**src/verilog/lin_fault_cfg.svh**
```systemverilog
// Constants for the bus dominant fault and wakeup monitor.
`ifndef LIN_FAULT_CFG_SVH
`define LIN_FAULT_CFG_SVH

// ============================================================
// Register indices; the byte address is four times the index.
`define IDX_TIMEOUT_CFG 16'ha0b0
`define IDX_TX_TO_LOW 16'ha0b1
`define IDX_TX_TO_HIGH 16'ha0b2
`define IDX_RX_TO_LOW 16'ha0b3
`define IDX_RX_TO_HIGH 16'ha0b4
`define IDX_STUCK_CLEAR 16'ha0b5
`define IDX_STUCK_ACTIVE 16'ha0b6
`define IDX_STUCK_WAKE_CFG 16'ha0b7

// ============================================================
// Field positions in the timeout configuration register.
`define CFG_TX_IRQ_EN 0
`define CFG_RX_IRQ_EN 1
`define CFG_TX_FLAG 2
`define CFG_RX_FLAG 3
`define CFG_TX_WAKE_EN 4
`define CFG_RX_WAKE_EN 5
`define CFG_TX_POL 6
`define CFG_RX_TO_BIT0 7

// ============================================================
// Field positions in the stuck wakeup configuration register.
`define WK_STUCK_FLAG 7
`define WK_BUS_FLAG 6
`define WK_STUCK_EN 5
`define WK_BUS_EN 4

// ============================================================
// Reset values.
`define RESET_BYTE 8'h00

// ============================================================
// Timing.
`define CLK_PERIOD_NS 50
`define OSC_PERIOD_NS 50
`define SLOW_OSC_PERIOD_NS 31250
`define OSC_TICK_CYCLES ((`OSC_PERIOD_NS + `CLK_PERIOD_NS - 1) / `CLK_PERIOD_NS)
`define SLOW_TICK_CYCLES ((`SLOW_OSC_PERIOD_NS + `CLK_PERIOD_NS - 1) / `CLK_PERIOD_NS)

`endif

```
**src/verilog/lin_fault_pkg.sv**
```systemverilog
// Types shared by the dominant fault monitor.
package lin_fault_pkg;

    typedef struct packed {
        logic cyc;
        logic stb;
        logic we;
        logic [15:0] idx;
        logic [3:0] sel;
        logic [31:0] dat;
    } wb_req_t;

    typedef enum logic [1:0] {
        ST_FREE = 2'b01,
        ST_STUCK = 2'b10
    } stuck_state_t;

endpackage

```
**src/verilog/dominant_timer.sv**
```systemverilog
// Counts ticks while a line stays dominant and fires once at the limit.
`timescale 1ns/10ps
module dominant_timer
    import lin_fault_pkg::*;
(
    input wire logic clk_i, // System clock.
    input wire logic rst_i, // Synchronous reset, active high.
    input wire logic dominant_i, // Line is dominant.
    input wire logic tick_i, // Oscillator tick.
    input wire logic [16:0] limit_i, // Programmed timeout.
    output logic fire_o // One-cycle fault pulse.
);
    logic [16:0] cnt_reg;
    logic done_reg;

    // ============================================================
    // Counter
    always_ff @(posedge clk_i) begin
        if (rst_i || !dominant_i) begin
            cnt_reg <= 17'h0_0000;
            done_reg <= 1'b0;
            fire_o <= 1'b0;
        end else if (tick_i && !done_reg) begin
            if (cnt_reg == limit_i) begin
                done_reg <= 1'b1;
                fire_o <= 1'b1;
            end else begin
                cnt_reg <= cnt_reg + 17'h0_0001;
                fire_o <= 1'b0;
            end
        end else begin
            fire_o <= 1'b0;
        end
    end
endmodule

```
**src/verilog/lin_dominant_fault_monitor.sv**
```systemverilog
// Top of the bus dominant fault and wakeup monitor with its Wishbone registers.
`include "lin_fault_cfg.svh"
`timescale 1ns/10ps
module lin_dominant_fault_monitor
    import lin_fault_pkg::*;
(
    input wire logic clk_i, // System clock, 20 MHz.
    input wire logic rst_i, // Synchronous reset, active high.
    input wire logic wb_cyc_i, // Wishbone cycle.
    input wire logic wb_stb_i, // Wishbone strobe.
    input wire logic wb_we_i, // Wishbone write enable.
    input wire logic [17:0] wb_adr_i, // Wishbone byte address.
    input wire logic [3:0] wb_sel_i, // Wishbone byte selects.
    input wire logic [31:0] wb_dat_i, // Wishbone write data.
    output logic [31:0] wb_dat_o, // Wishbone read data.
    output logic wb_ack_o, // Wishbone acknowledge.
    input wire logic tx_line_i, // Monitored transmit line pin.
    input wire logic rx_line_i, // Bus receive line pin.
    output logic irq_o, // Interrupt request, active high.
    output logic wake_o // Wakeup request, active high.
);
    wb_req_t req;
    logic access;
    logic wr;
    logic wr_cfg;
    logic wr_wake;
    logic [7:0] wbyte;
    logic [7:0] rd_byte;

    logic [7:0] cfg_reg;
    logic [7:0] tx_low_reg;
    logic [7:0] tx_high_reg;
    logic [7:0] rx_low_reg;
    logic [7:0] rx_high_reg;
    logic [7:0] clear_width_reg;
    logic [7:0] active_width_reg;
    logic [7:0] wake_cfg_reg;

    logic [15:0] tx_timeout_value;
    logic [16:0] rx_timeout_value;
    logic [1:0][16:0] limits;
    logic [1:0] dom;
    logic [1:0] fire;

    logic tx_s1_reg;
    logic tx_s2_reg;
    logic tx_s3_reg;
    logic tx_level_reg;
    logic rx_s1_reg;
    logic rx_s2_reg;
    logic rx_s3_reg;
    logic rx_level_reg;
    logic rx_level_prev_reg;

    logic [9:0] slow_cnt_reg;
    logic slow_tick_reg;
    logic osc_tick;
    logic stuck_level;
    logic stuck_event;
    logic bus_event;

    logic irq_next;
    logic wake_next;

    localparam logic [9:0] SLOW_LAST = 10'(`SLOW_TICK_CYCLES - 1);

    // ============================================================
    // Wishbone slave
    assign req = '{cyc: wb_cyc_i, stb: wb_stb_i, we: wb_we_i, idx: wb_adr_i[17:2], sel: wb_sel_i, dat: wb_dat_i};
    assign access = req.cyc && req.stb && !wb_ack_o;
    // Only byte lane 0 carries data; a write without it changes nothing.
    assign wr = access && req.we && req.sel[0];
    assign wbyte = req.dat[7:0];
    assign wr_cfg = wr && (req.idx == `IDX_TIMEOUT_CFG);
    assign wr_wake = wr && (req.idx == `IDX_STUCK_WAKE_CFG);

    always_comb begin
        case (req.idx)
            `IDX_TIMEOUT_CFG: rd_byte = cfg_reg;
            `IDX_TX_TO_LOW: rd_byte = tx_low_reg;
            `IDX_TX_TO_HIGH: rd_byte = tx_high_reg;
            `IDX_RX_TO_LOW: rd_byte = rx_low_reg;
            `IDX_RX_TO_HIGH: rd_byte = rx_high_reg;
            `IDX_STUCK_CLEAR: rd_byte = clear_width_reg;
            `IDX_STUCK_ACTIVE: rd_byte = active_width_reg;
            `IDX_STUCK_WAKE_CFG: rd_byte = wake_cfg_reg;
            default: rd_byte = 8'h00;
        endcase
    end

    // Every request, mapped or not, is acknowledged one cycle after it is seen.
    always_ff @(posedge clk_i) begin
        if (rst_i) begin
            wb_ack_o <= 1'b0;
        end else begin
            wb_ack_o <= access;
        end
    end

    always_ff @(posedge clk_i) begin
        if (rst_i) begin
            wb_dat_o <= 32'h0000_0000;
        end else if (access && !req.we) begin
            wb_dat_o <= {24'h00_0000, rd_byte};
        end else begin
            wb_dat_o <= 32'h0000_0000;
        end
    end

    // ============================================================
    // Plain data registers
    always_ff @(posedge clk_i) begin
        if (rst_i) begin
            tx_low_reg <= `RESET_BYTE;
            tx_high_reg <= `RESET_BYTE;
            rx_low_reg <= `RESET_BYTE;
            rx_high_reg <= `RESET_BYTE;
            clear_width_reg <= `RESET_BYTE;
            active_width_reg <= `RESET_BYTE;
        end else if (wr) begin
            case (req.idx)
                `IDX_TX_TO_LOW: tx_low_reg <= wbyte;
                `IDX_TX_TO_HIGH: tx_high_reg <= wbyte;
                `IDX_RX_TO_LOW: rx_low_reg <= wbyte;
                `IDX_RX_TO_HIGH: rx_high_reg <= wbyte;
                `IDX_STUCK_CLEAR: clear_width_reg <= wbyte;
                `IDX_STUCK_ACTIVE: active_width_reg <= wbyte;
                default: begin
                end
            endcase
        end
    end

    // ============================================================
    // Timeout configuration register
    // Writable control bits are stored directly; the two fault flags set from
    // the timers and clear by a written one, and a set in the same cycle wins.
    always_ff @(posedge clk_i) begin
        if (rst_i) begin
            cfg_reg <= `RESET_BYTE;
        end else begin
            if (wr_cfg) begin
                cfg_reg[`CFG_TX_IRQ_EN] <= wbyte[`CFG_TX_IRQ_EN];
                cfg_reg[`CFG_RX_IRQ_EN] <= wbyte[`CFG_RX_IRQ_EN];
                cfg_reg[`CFG_TX_WAKE_EN] <= wbyte[`CFG_TX_WAKE_EN];
                cfg_reg[`CFG_RX_WAKE_EN] <= wbyte[`CFG_RX_WAKE_EN];
                cfg_reg[`CFG_TX_POL] <= wbyte[`CFG_TX_POL];
                cfg_reg[`CFG_RX_TO_BIT0] <= wbyte[`CFG_RX_TO_BIT0];
            end
            cfg_reg[`CFG_TX_FLAG] <= fire[0] || (cfg_reg[`CFG_TX_FLAG] && !(wr_cfg && wbyte[`CFG_TX_FLAG]));
            cfg_reg[`CFG_RX_FLAG] <= fire[1] || (cfg_reg[`CFG_RX_FLAG] && !(wr_cfg && wbyte[`CFG_RX_FLAG]));
        end
    end

    // ============================================================
    // Stuck wakeup configuration register
    always_ff @(posedge clk_i) begin
        if (rst_i) begin
            wake_cfg_reg <= `RESET_BYTE;
        end else begin
            if (wr_wake) begin
                wake_cfg_reg[`WK_STUCK_EN] <= wbyte[`WK_STUCK_EN];
                wake_cfg_reg[`WK_BUS_EN] <= wbyte[`WK_BUS_EN];
                wake_cfg_reg[3:0] <= wbyte[3:0];
            end
            wake_cfg_reg[`WK_STUCK_FLAG] <= stuck_event
                || (wake_cfg_reg[`WK_STUCK_FLAG] && !(wr_wake && wbyte[`WK_STUCK_FLAG]));
            wake_cfg_reg[`WK_BUS_FLAG] <= bus_event
                || (wake_cfg_reg[`WK_BUS_FLAG] && !(wr_wake && wbyte[`WK_BUS_FLAG]));
        end
    end

    // ============================================================
    // Pin synchronisers
    // A level counts only once the second and third stages agree.
    always_ff @(posedge clk_i) begin
        if (rst_i) begin
            tx_s1_reg <= 1'b1;
            tx_s2_reg <= 1'b1;
            tx_s3_reg <= 1'b1;
            tx_level_reg <= 1'b1;
        end else begin
            tx_s1_reg <= tx_line_i;
            tx_s2_reg <= tx_s1_reg;
            tx_s3_reg <= tx_s2_reg;
            if (tx_s2_reg == tx_s3_reg) begin
                tx_level_reg <= tx_s3_reg;
            end
        end
    end

    always_ff @(posedge clk_i) begin
        if (rst_i) begin
            rx_s1_reg <= 1'b1;
            rx_s2_reg <= 1'b1;
            rx_s3_reg <= 1'b1;
            rx_level_reg <= 1'b1;
            rx_level_prev_reg <= 1'b1;
        end else begin
            rx_s1_reg <= rx_line_i;
            rx_s2_reg <= rx_s1_reg;
            rx_s3_reg <= rx_s2_reg;
            rx_level_prev_reg <= rx_level_reg;
            if (rx_s2_reg == rx_s3_reg) begin
                rx_level_reg <= rx_s3_reg;
            end
        end
    end

    // ============================================================
    // Oscillator ticks
    // The internal oscillator runs at the system rate here, so it ticks every cycle.
    assign osc_tick = (`OSC_TICK_CYCLES == 1) ? 1'b1 : slow_tick_reg;

    always_ff @(posedge clk_i) begin
        if (rst_i) begin
            slow_cnt_reg <= 10'h000;
            slow_tick_reg <= 1'b0;
        end else if (slow_cnt_reg == SLOW_LAST) begin
            slow_cnt_reg <= 10'h000;
            slow_tick_reg <= 1'b1;
        end else begin
            slow_cnt_reg <= slow_cnt_reg + 10'h001;
            slow_tick_reg <= 1'b0;
        end
    end

    // ============================================================
    // Dominant timeout timers
    assign tx_timeout_value = {tx_high_reg, tx_low_reg};
    assign rx_timeout_value = {rx_high_reg, rx_low_reg, cfg_reg[`CFG_RX_TO_BIT0]};
    assign limits[0] = {1'b0, tx_timeout_value};
    assign limits[1] = rx_timeout_value;
    // The polarity bit names the transmit level that counts as dominant.
    assign dom[0] = (tx_level_reg == cfg_reg[`CFG_TX_POL]);
    assign dom[1] = !rx_level_reg;

    generate
        for (genvar ch = 0; ch < 2; ch++) begin : g_timer
            dominant_timer u_timer (
                .clk_i(clk_i),
                .rst_i(rst_i),
                .dominant_i(dom[ch]),
                .tick_i(osc_tick),
                .limit_i(limits[ch]),
                .fire_o(fire[ch])
            );
        end
    endgenerate

    // ============================================================
    // Bus stuck and bus wakeup detection
    stuck_detector u_stuck (
        .clk_i(clk_i),
        .rst_i(rst_i),
        .dominant_i(dom[1]),
        .tick_i(slow_tick_reg),
        .active_i(active_width_reg),
        .clear_i(clear_width_reg),
        .stuck_o(stuck_level),
        .event_o(stuck_event)
    );

    // A wakeup is the bus going dominant while it is not stuck; the filter
    // length field is stored but not applied, so short glitches count too.
    assign bus_event = rx_level_prev_reg && !rx_level_reg && !stuck_level;

    // ============================================================
    // Interrupt and wakeup outputs
    always_comb begin
        irq_next = (cfg_reg[`CFG_TX_FLAG] && cfg_reg[`CFG_TX_IRQ_EN])
            || (cfg_reg[`CFG_RX_FLAG] && cfg_reg[`CFG_RX_IRQ_EN])
            || (wake_cfg_reg[`WK_STUCK_FLAG] && wake_cfg_reg[`WK_STUCK_EN])
            || (wake_cfg_reg[`WK_BUS_FLAG] && wake_cfg_reg[`WK_BUS_EN]);
        wake_next = (cfg_reg[`CFG_TX_FLAG] && cfg_reg[`CFG_TX_WAKE_EN])
            || (cfg_reg[`CFG_RX_FLAG] && cfg_reg[`CFG_RX_WAKE_EN])
            || (wake_cfg_reg[`WK_STUCK_FLAG] && wake_cfg_reg[`WK_STUCK_EN])
            || (wake_cfg_reg[`WK_BUS_FLAG] && wake_cfg_reg[`WK_BUS_EN]);
    end

    always_ff @(posedge clk_i) begin
        if (rst_i) begin
            irq_o <= 1'b0;
            wake_o <= 1'b0;
        end else begin
            irq_o <= irq_next;
            wake_o <= wake_next;
        end
    end
endmodule

```
**src/verilog/stuck_detector.sv**
```systemverilog
// Detects the bus held dominant for the active width and released for the clear width.
`timescale 1ns/10ps
module stuck_detector
    import lin_fault_pkg::*;
(
    input wire logic clk_i, // System clock.
    input wire logic rst_i, // Synchronous reset, active high.
    input wire logic dominant_i, // Bus is dominant.
    input wire logic tick_i, // Slow oscillator tick.
    input wire logic [7:0] active_i, // Active width value.
    input wire logic [7:0] clear_i, // Clear width value.
    output logic stuck_o, // Stuck condition level.
    output logic event_o // One-cycle stuck event pulse.
);
    stuck_state_t state_reg;
    logic [7:0] cnt_reg;
    logic [7:0] limit;
    logic counting;

    assign limit = (state_reg == ST_STUCK) ? clear_i : active_i;
    // In the free state dominance is counted, in the stuck state recessiveness.
    assign counting = (state_reg == ST_STUCK) ? !dominant_i : dominant_i;

    // ============================================================
    // State and width counter
    always_ff @(posedge clk_i) begin
        event_o <= 1'b0;
        if (rst_i) begin
            state_reg <= ST_FREE;
            cnt_reg <= 8'h00;
            stuck_o <= 1'b0;
        end else if (!counting) begin
            cnt_reg <= 8'h00;
        end else if (tick_i) begin
            if (cnt_reg != limit) begin
                cnt_reg <= cnt_reg + 8'h01;
            end else begin
                cnt_reg <= 8'h00;
                case (state_reg)
                    ST_FREE: begin
                        state_reg <= ST_STUCK;
                        stuck_o <= 1'b1;
                        event_o <= 1'b1;
                    end
                    ST_STUCK: begin
                        state_reg <= ST_FREE;
                        stuck_o <= 1'b0;
                    end
                    default: begin
                        state_reg <= ST_FREE;
                        stuck_o <= 1'b0;
                    end
                endcase
            end
        end
    end
endmodule
```
**config.mk**
```make
export PLATFORM = sky130hd
export DESIGN_NAME = lin_dominant_fault_monitor
export DESIGN_NICKNAME = d
export VERILOG_FILES = /design/src/verilog/lin_fault_pkg.sv /design/src/verilog/dominant_timer.sv /design/src/verilog/lin_dominant_fault_monitor.sv /design/src/verilog/stuck_detector.sv
export VERILOG_INCLUDE_DIRS = /design/src /design/src/verilog
export SDC_FILE = /design/constraint.sdc
export NUM_CORES = 1
export LEC_CHECK = 0
export ABC_AREA = 1
export BUFFER_PORTS_ARGS = -buffer_cell sky130_fd_sc_hd__buf_2
export CAP_MARGIN = 15
export CORE_MARGIN = 1.5
export CORE_UTILIZATION = 60
export CTS_BUF_LIST = sky130_fd_sc_hd__clkbuf_4 sky130_fd_sc_hd__clkbuf_8
export DETAILED_ROUTE_END_ITERATION = 10
export PLACE_DENSITY = 0.82
export RECOVER_POWER = 100
export SKIP_CTS_REPAIR_TIMING = 1
export SYNTH_ARGS = -nofsm -noshare
export SYNTH_HDL_FRONTEND = slang
export SYNTH_SLANG_ARGS = --single-unit
```
**constraint.sdc**
```tcl
create_clock -name clk_i -period 3.7 [get_ports clk_i]
set_clock_uncertainty 0.05 [all_clocks]
set_input_delay 0.74 -clock clk_i [delete_from_list [all_inputs] [get_ports clk_i]]
set_output_delay 0.74 -clock clk_i [all_outputs]
set_load 0.02 [all_outputs]
```
# Yosys cells after proc, flatten, opt, wreduce, memory -nomap -nowiden
# Cells that the tools add are included.
[word_totals]
ff_bits = 169
latchBits = 0
ramBits = 0
rom_bits = 0
input_bits = 61
output_inout_bits = 35
memories = 0
[op_classes]
n_addsub = 4
mul = 0
div_mod_pow = 0
n_lt_le_gt_ge = 0
n_eq_ne = 17
shift = 0
mux = 11
bitwise_logic = 8
reduce_logical = 59
[ops]
columns = ["op", "count"]
rows = [
  ["$eq 16x16->1 const B", 8],
  ["$pmux 8 s8", 1],
  ["$add 17x1->17 const B", 2],
  ["$logic_and 1x1->1", 23],
  ["$eq 17x16->1", 1],
  ["$eq 17x17->1", 1],
  ["$mux 8", 2],
  ["$reduce_and 2->1", 8],
  ["$logic_or 1x1->1", 12],
  ["$add 10x1->10 const B", 1],
  ["$eq 10x10->1 const B", 1],
  ["$reduce_or 2->1", 5],
  ["$logic_not 1->1", 9],
  ["$add 8x1->8 const B", 1],
  ["$ne 8x8->1", 1],
  ["$not 1->1", 8],
  ["$mux 1", 7],
  ["$reduce_or 4->1", 1],
  ["$eq 1x1->1", 3],
  ["$reduce_and 3->1", 1],
  ["$eq 2x1->1 const B", 1],
  ["$eq 2x2->1 const B", 1],
  ["$mux 2", 1],
]

# Logic depth before layout (Yosys ltp)
[logic_depth]
word_depth = 9
ltp_mapped = 13
mapped_depth_nobuf = 13

# Cells and area by module
# Synthesis repeated with hierarchy kept, for this count alone.
[unflattened]
cells_unflattened = 1236
area_unflattened_um2 = 8202.9
[by_module_without_submodules]
columns = ["mod", "instances", "cells_each", "area_per_inst_um2", "seq_area_each_um2"]
rows = [
  ["lin_dominant_fault_monitor", 1, 633, 4595.7, 1901.8],
  ["dominant_timer", 2, 233, 1381.3, 380.4],
  ["stuck_detector", 1, 137, 844.6, 220.2],
]

# Worst setup path after synthesis
# OpenSTA, ideal clock, no wires.
[synth_path]
path_type = "input-to-reg"
start = "in wb_adr_i[11]"
end = "reg tx_low_reg[0]"
setup_time_ns = 0.119
arrival_ns = 1.787
t_required_ns = 3.531
path_slack_ns = 1.744
cell_stages = 8
n_path_buf = 2
path_cell_list = "nor2_1 > nand2_1 > nor2_8 > buf_6 > nand3_2 > buf_2 > o21ai_1 > a21oi_1"
[synth_via]
elab_chain_len = 2
[synth_rtl]
columns = ["element", "line", "text"]
rows = [
  ["start: declaration", "lin_dominant_fault_monitor.sv:12", "input wire logic [17:0] wb_adr_i,"],
  ["$eq 16x16->1", "lin_dominant_fault_monitor.sv:121", "case (req.idx)"],
  ["$reduce_and 2->1 (no source line)", "n/a", ""],
  ["end signal: assignment", "lin_dominant_fault_monitor.sv:114", "tx_low_reg <= `RESET_BYTE;"],
  ["end signal: assignment", "lin_dominant_fault_monitor.sv:122", "`IDX_TX_TO_LOW: tx_low_reg <= wbyte;"],
  ["end: declaration", "lin_dominant_fault_monitor.sv:31", "logic [7:0] tx_low_reg;"],
]
# No other way between the ends.
# A chain may end at the register's enable or synchronous reset.

# Worst setup path after layout
[layout_path]
start = "in rst_i"
end = "reg g_timer[0].u_timer.fire_o"
[layout_via]
elab_chain_len = 2
[layout_rtl]
columns = ["element", "line", "text"]
rows = [
  ["start: declaration", "lin_dominant_fault_monitor.sv:8", "input wire logic rst_i,"],
  ["$logic_or 1x1->1", "dominant_timer.sv:19", "if (rst_i || !dominant_i) begin"],
  ["$reduce_or 2->1 (no source line)", "n/a", ""],
  ["end signal: assignment", "dominant_timer.sv:22", "fire_o <= 1'b0;"],
  ["end signal: assignment", "dominant_timer.sv:26", "fire_o <= 1'b1;"],
  ["end signal: assignment", "dominant_timer.sv:29", "fire_o <= 1'b0;"],
  ["end: declaration", "dominant_timer.sv:11", "output logic fire_o"],
]
# No other way between the ends.

==> metrics.yaml <==
rrSetupSlack_ps: 1280
die-width_um: 115.9
leakage_uw: 0.003035
slew_violations: 0
tightest_slew_ps: 1388
seq_power_share: 0.509
insertion_delay_ps: 460
power_density_mw_per_mm2: 375.3
die_area_mm2: 0.01342
ys_seq_elements: 144
hold_viol: 0
grt_start_max_net_pins: 32
crit_cells: 7
yosysMostFrequentCell: "nand2_1"
clk_pin_slew_ps: 80
antenna_found_initial: 0
filler_cell_count: 1139
status: "complete, no violations"
gr-usage-met2: 0.4710
crit_family: "buffers and inverters"
port_buffers: 42
critPathMostFrequentCell: "clkinv_1"
crit_slowest_cell: "clkbuf_1"
use_met1: 0.3812
num_rows: 41
yosys-top-cells-count: "204 x nand2_1, 144 x dfxtp_1, 95 x a21oi_1, 95 x nand3_1, 93 x inv_1"
dp_hpwl_um: 13200
yosys-top-cells-area: "dfxtp_1 38%, nand2_1 10%, a21oi_1 6.2%, nand3_1 6.2%, inv_1 4.6%"
arrival_ps: 2960
finalPower_uw: 3060
avgViaCountPerCell: 5.524
timing.final.crit_period_ps: 2672
grt_busiest_layer: "met2"
syn_to_final_growth_pct: 6.697
cp.required_ps: 3990
switching_share: 0.2311
synth_area_leader_cell: "dfxtp_1"
met3_usage: 0.06224
diodes: 0
power.switching_uw: 707.0
crit_fanout: 31
detail_route.iter0.violations: 816
yosysWarningCount: 0
min-delay-path-class: "flip-flop to flip-flop"
crit_chain: "clkbuf_1, clkinv_1, buf_4, o21ai_0, a21oi_1, clkinv_1, nor3_1"
largest_reg_flops: 34
syn_area_mm2: 0.007641
num_io_pins: 96
nNetsFinal: 1153
vias: 7027
p_int_uw: 2353
async_flop_share: 0
ir_drop_mv: 0.3511
die_h_um: 115.9
start_kind: "input port"
comb_power_share: 0.038
critPathLaunch: "rst_i"
grt_pass1_wl_um: 30500
numCtsBuffers: 17
p_clk_frac: 0.453
final_layout_size_suffix_gt1_frac: 0.1027
tns_ps: 0
setup_viol_count_final: 0
cts_root_buf: "clkbuf_8"
cts.path.max_buffers: 2
cp-end-kind: "flip-flop"
period_share: 0.7222
grt_usage: 0.2892
synth.top_cell.area_share: 0.3773
grt_pass1_vias: 6267
start_util: 0.6105
cts_tree: "done"
max_cap_violations: 0
wl_um: 18560
rsz0062_at_grt: "false"
timing.rr.end: "u_stuck.cnt_reg[2]$_SDFFE_PP0P_"
place_congestion: 0.9884
core_area_mm2: 0.01252
synth_cells: 1057
overflow: 0
synth-seq-area-share: 0.3773
synth_edf_count: 0
synth_cell_types: 43
crit-reg2reg-launch: "u_stuck.state_reg[1]$_SDFFE_PP0P_"
crit_type: "input port to flip-flop"
wl_per_cell_um: 14.59
postSynthAreaPerCell_um2: 7.229
critPathBufInv: 4
ys.flop_type: "dfxtp_1"
cts_max_level: 4
relSlewSlack: 0.07493
fin_util: 0.6513
drc: 0
max_freq_mhz: 374.2
ant_nets: 0
first_pass_iters: 8
crit_path_end: "g_timer[0].u_timer.fire_o$_SDFF_PP0_"
slowest_delay_ps: 990
reg2reg_depth: 11
clock_sinks: 144
## worst min-delay path by stage
stage	cells past startpoint	startpoint	to
floorplan	1	rx_s1_reg$_SDFF_PP1_	rx_s2_reg$_SDFF_PP1_
detailed placement	1	tx_s1_reg$_SDFF_PP1_	tx_s2_reg$_SDFF_PP1_
global route	1	tx_s1_reg$_SDFF_PP1_	tx_s2_reg$_SDFF_PP1_
global placement	1	rx_s1_reg$_SDFF_PP1_	rx_s2_reg$_SDFF_PP1_
CTS	1	tx_s1_reg$_SDFF_PP1_	tx_s2_reg$_SDFF_PP1_
finish	1	tx_s1_reg$_SDFF_PP1_	tx_s2_reg$_SDFF_PP1_
## power by group through the flow
stage / clock (uW) / sequential (uW) / combinational, uW
floorplan: 0 / 1590 / 89.2
global placement: 0 / 1590 / 113
detailed placement: 0 / 1590 / 114
CTS: 1400 / 1560 / 115
global route: 1460 / 1560 / 127
finish: 1390 / 1560 / 115
## layer usage
layer	wire, um	up-vias
met3	1351	48
li1	-	3509
met1	8209	3180
met5	0	-
met4	427	0
met2	8572	290
## worst reg2reg max path: stages, from the launching register on
cell and delay [ps]:
dfxtp_1 660, nand2_1 440, nand2_1 190, nand2_1 60, nand2_1 50, nand2_1 40
nor2_1 150, nand2_1 90, nor2_1 180, nand2_1 100, nand2_1 210, nor3_1 80
## cell type report
class	instances	area (um2)	share of cell area
well taps	172	215.2	0.02640
multi-input cells	769	3984	0.4886
inverters	109	409.1	0.05018
clock inverters	13	182.7	0.02241
flip-flops and latches	144	2883	0.3536
repair buffers	46	217.7	0.02670
clock buffers	19	261.5	0.03207
## logic make-up after synthesis
logic type / count (synthesis) / share of synthesized area
compound gates: 177 / 0.1226
flops: 144 / 0.3773
simple gates: 511 / 0.3270
other cells: 1 / 0.0004908
fa+ha+maj: 5 / 0.008187
xor+xnor: 52 / 0.05960
buf+inv: 167 / 0.1048
## layout by cell type, fill, tap and decap left out, drive strengths merged, types with 5 or more instances in the layout
cell	n
a21oi	102
buf	32
clkbuf	33
clkinv	10
conb	24
dfxtp	144
ha	5
inv	107
nand2	210
nand3	106
nand4	43
nor2	100
nor3	33
o21ai	59
o22ai	9
or2	11
xnor2	21
xor2	31
## through the flow
stage          setup slack, ps  std cells  hold slack, ps  cell area, um2
5_1_grt                  860.5       1272           381.5            8153
6_report                  1028       1272           371.2            8153
3_5_place_dp              1053       1240           354.7            7791
3_3_place_gp              1100       1240           340.4            7791
2_1_floorplan             1744       1080           339.5            7727
4_1_cts                   1536       1272           376.0            8235
Power figures use the tool's default switching activity.
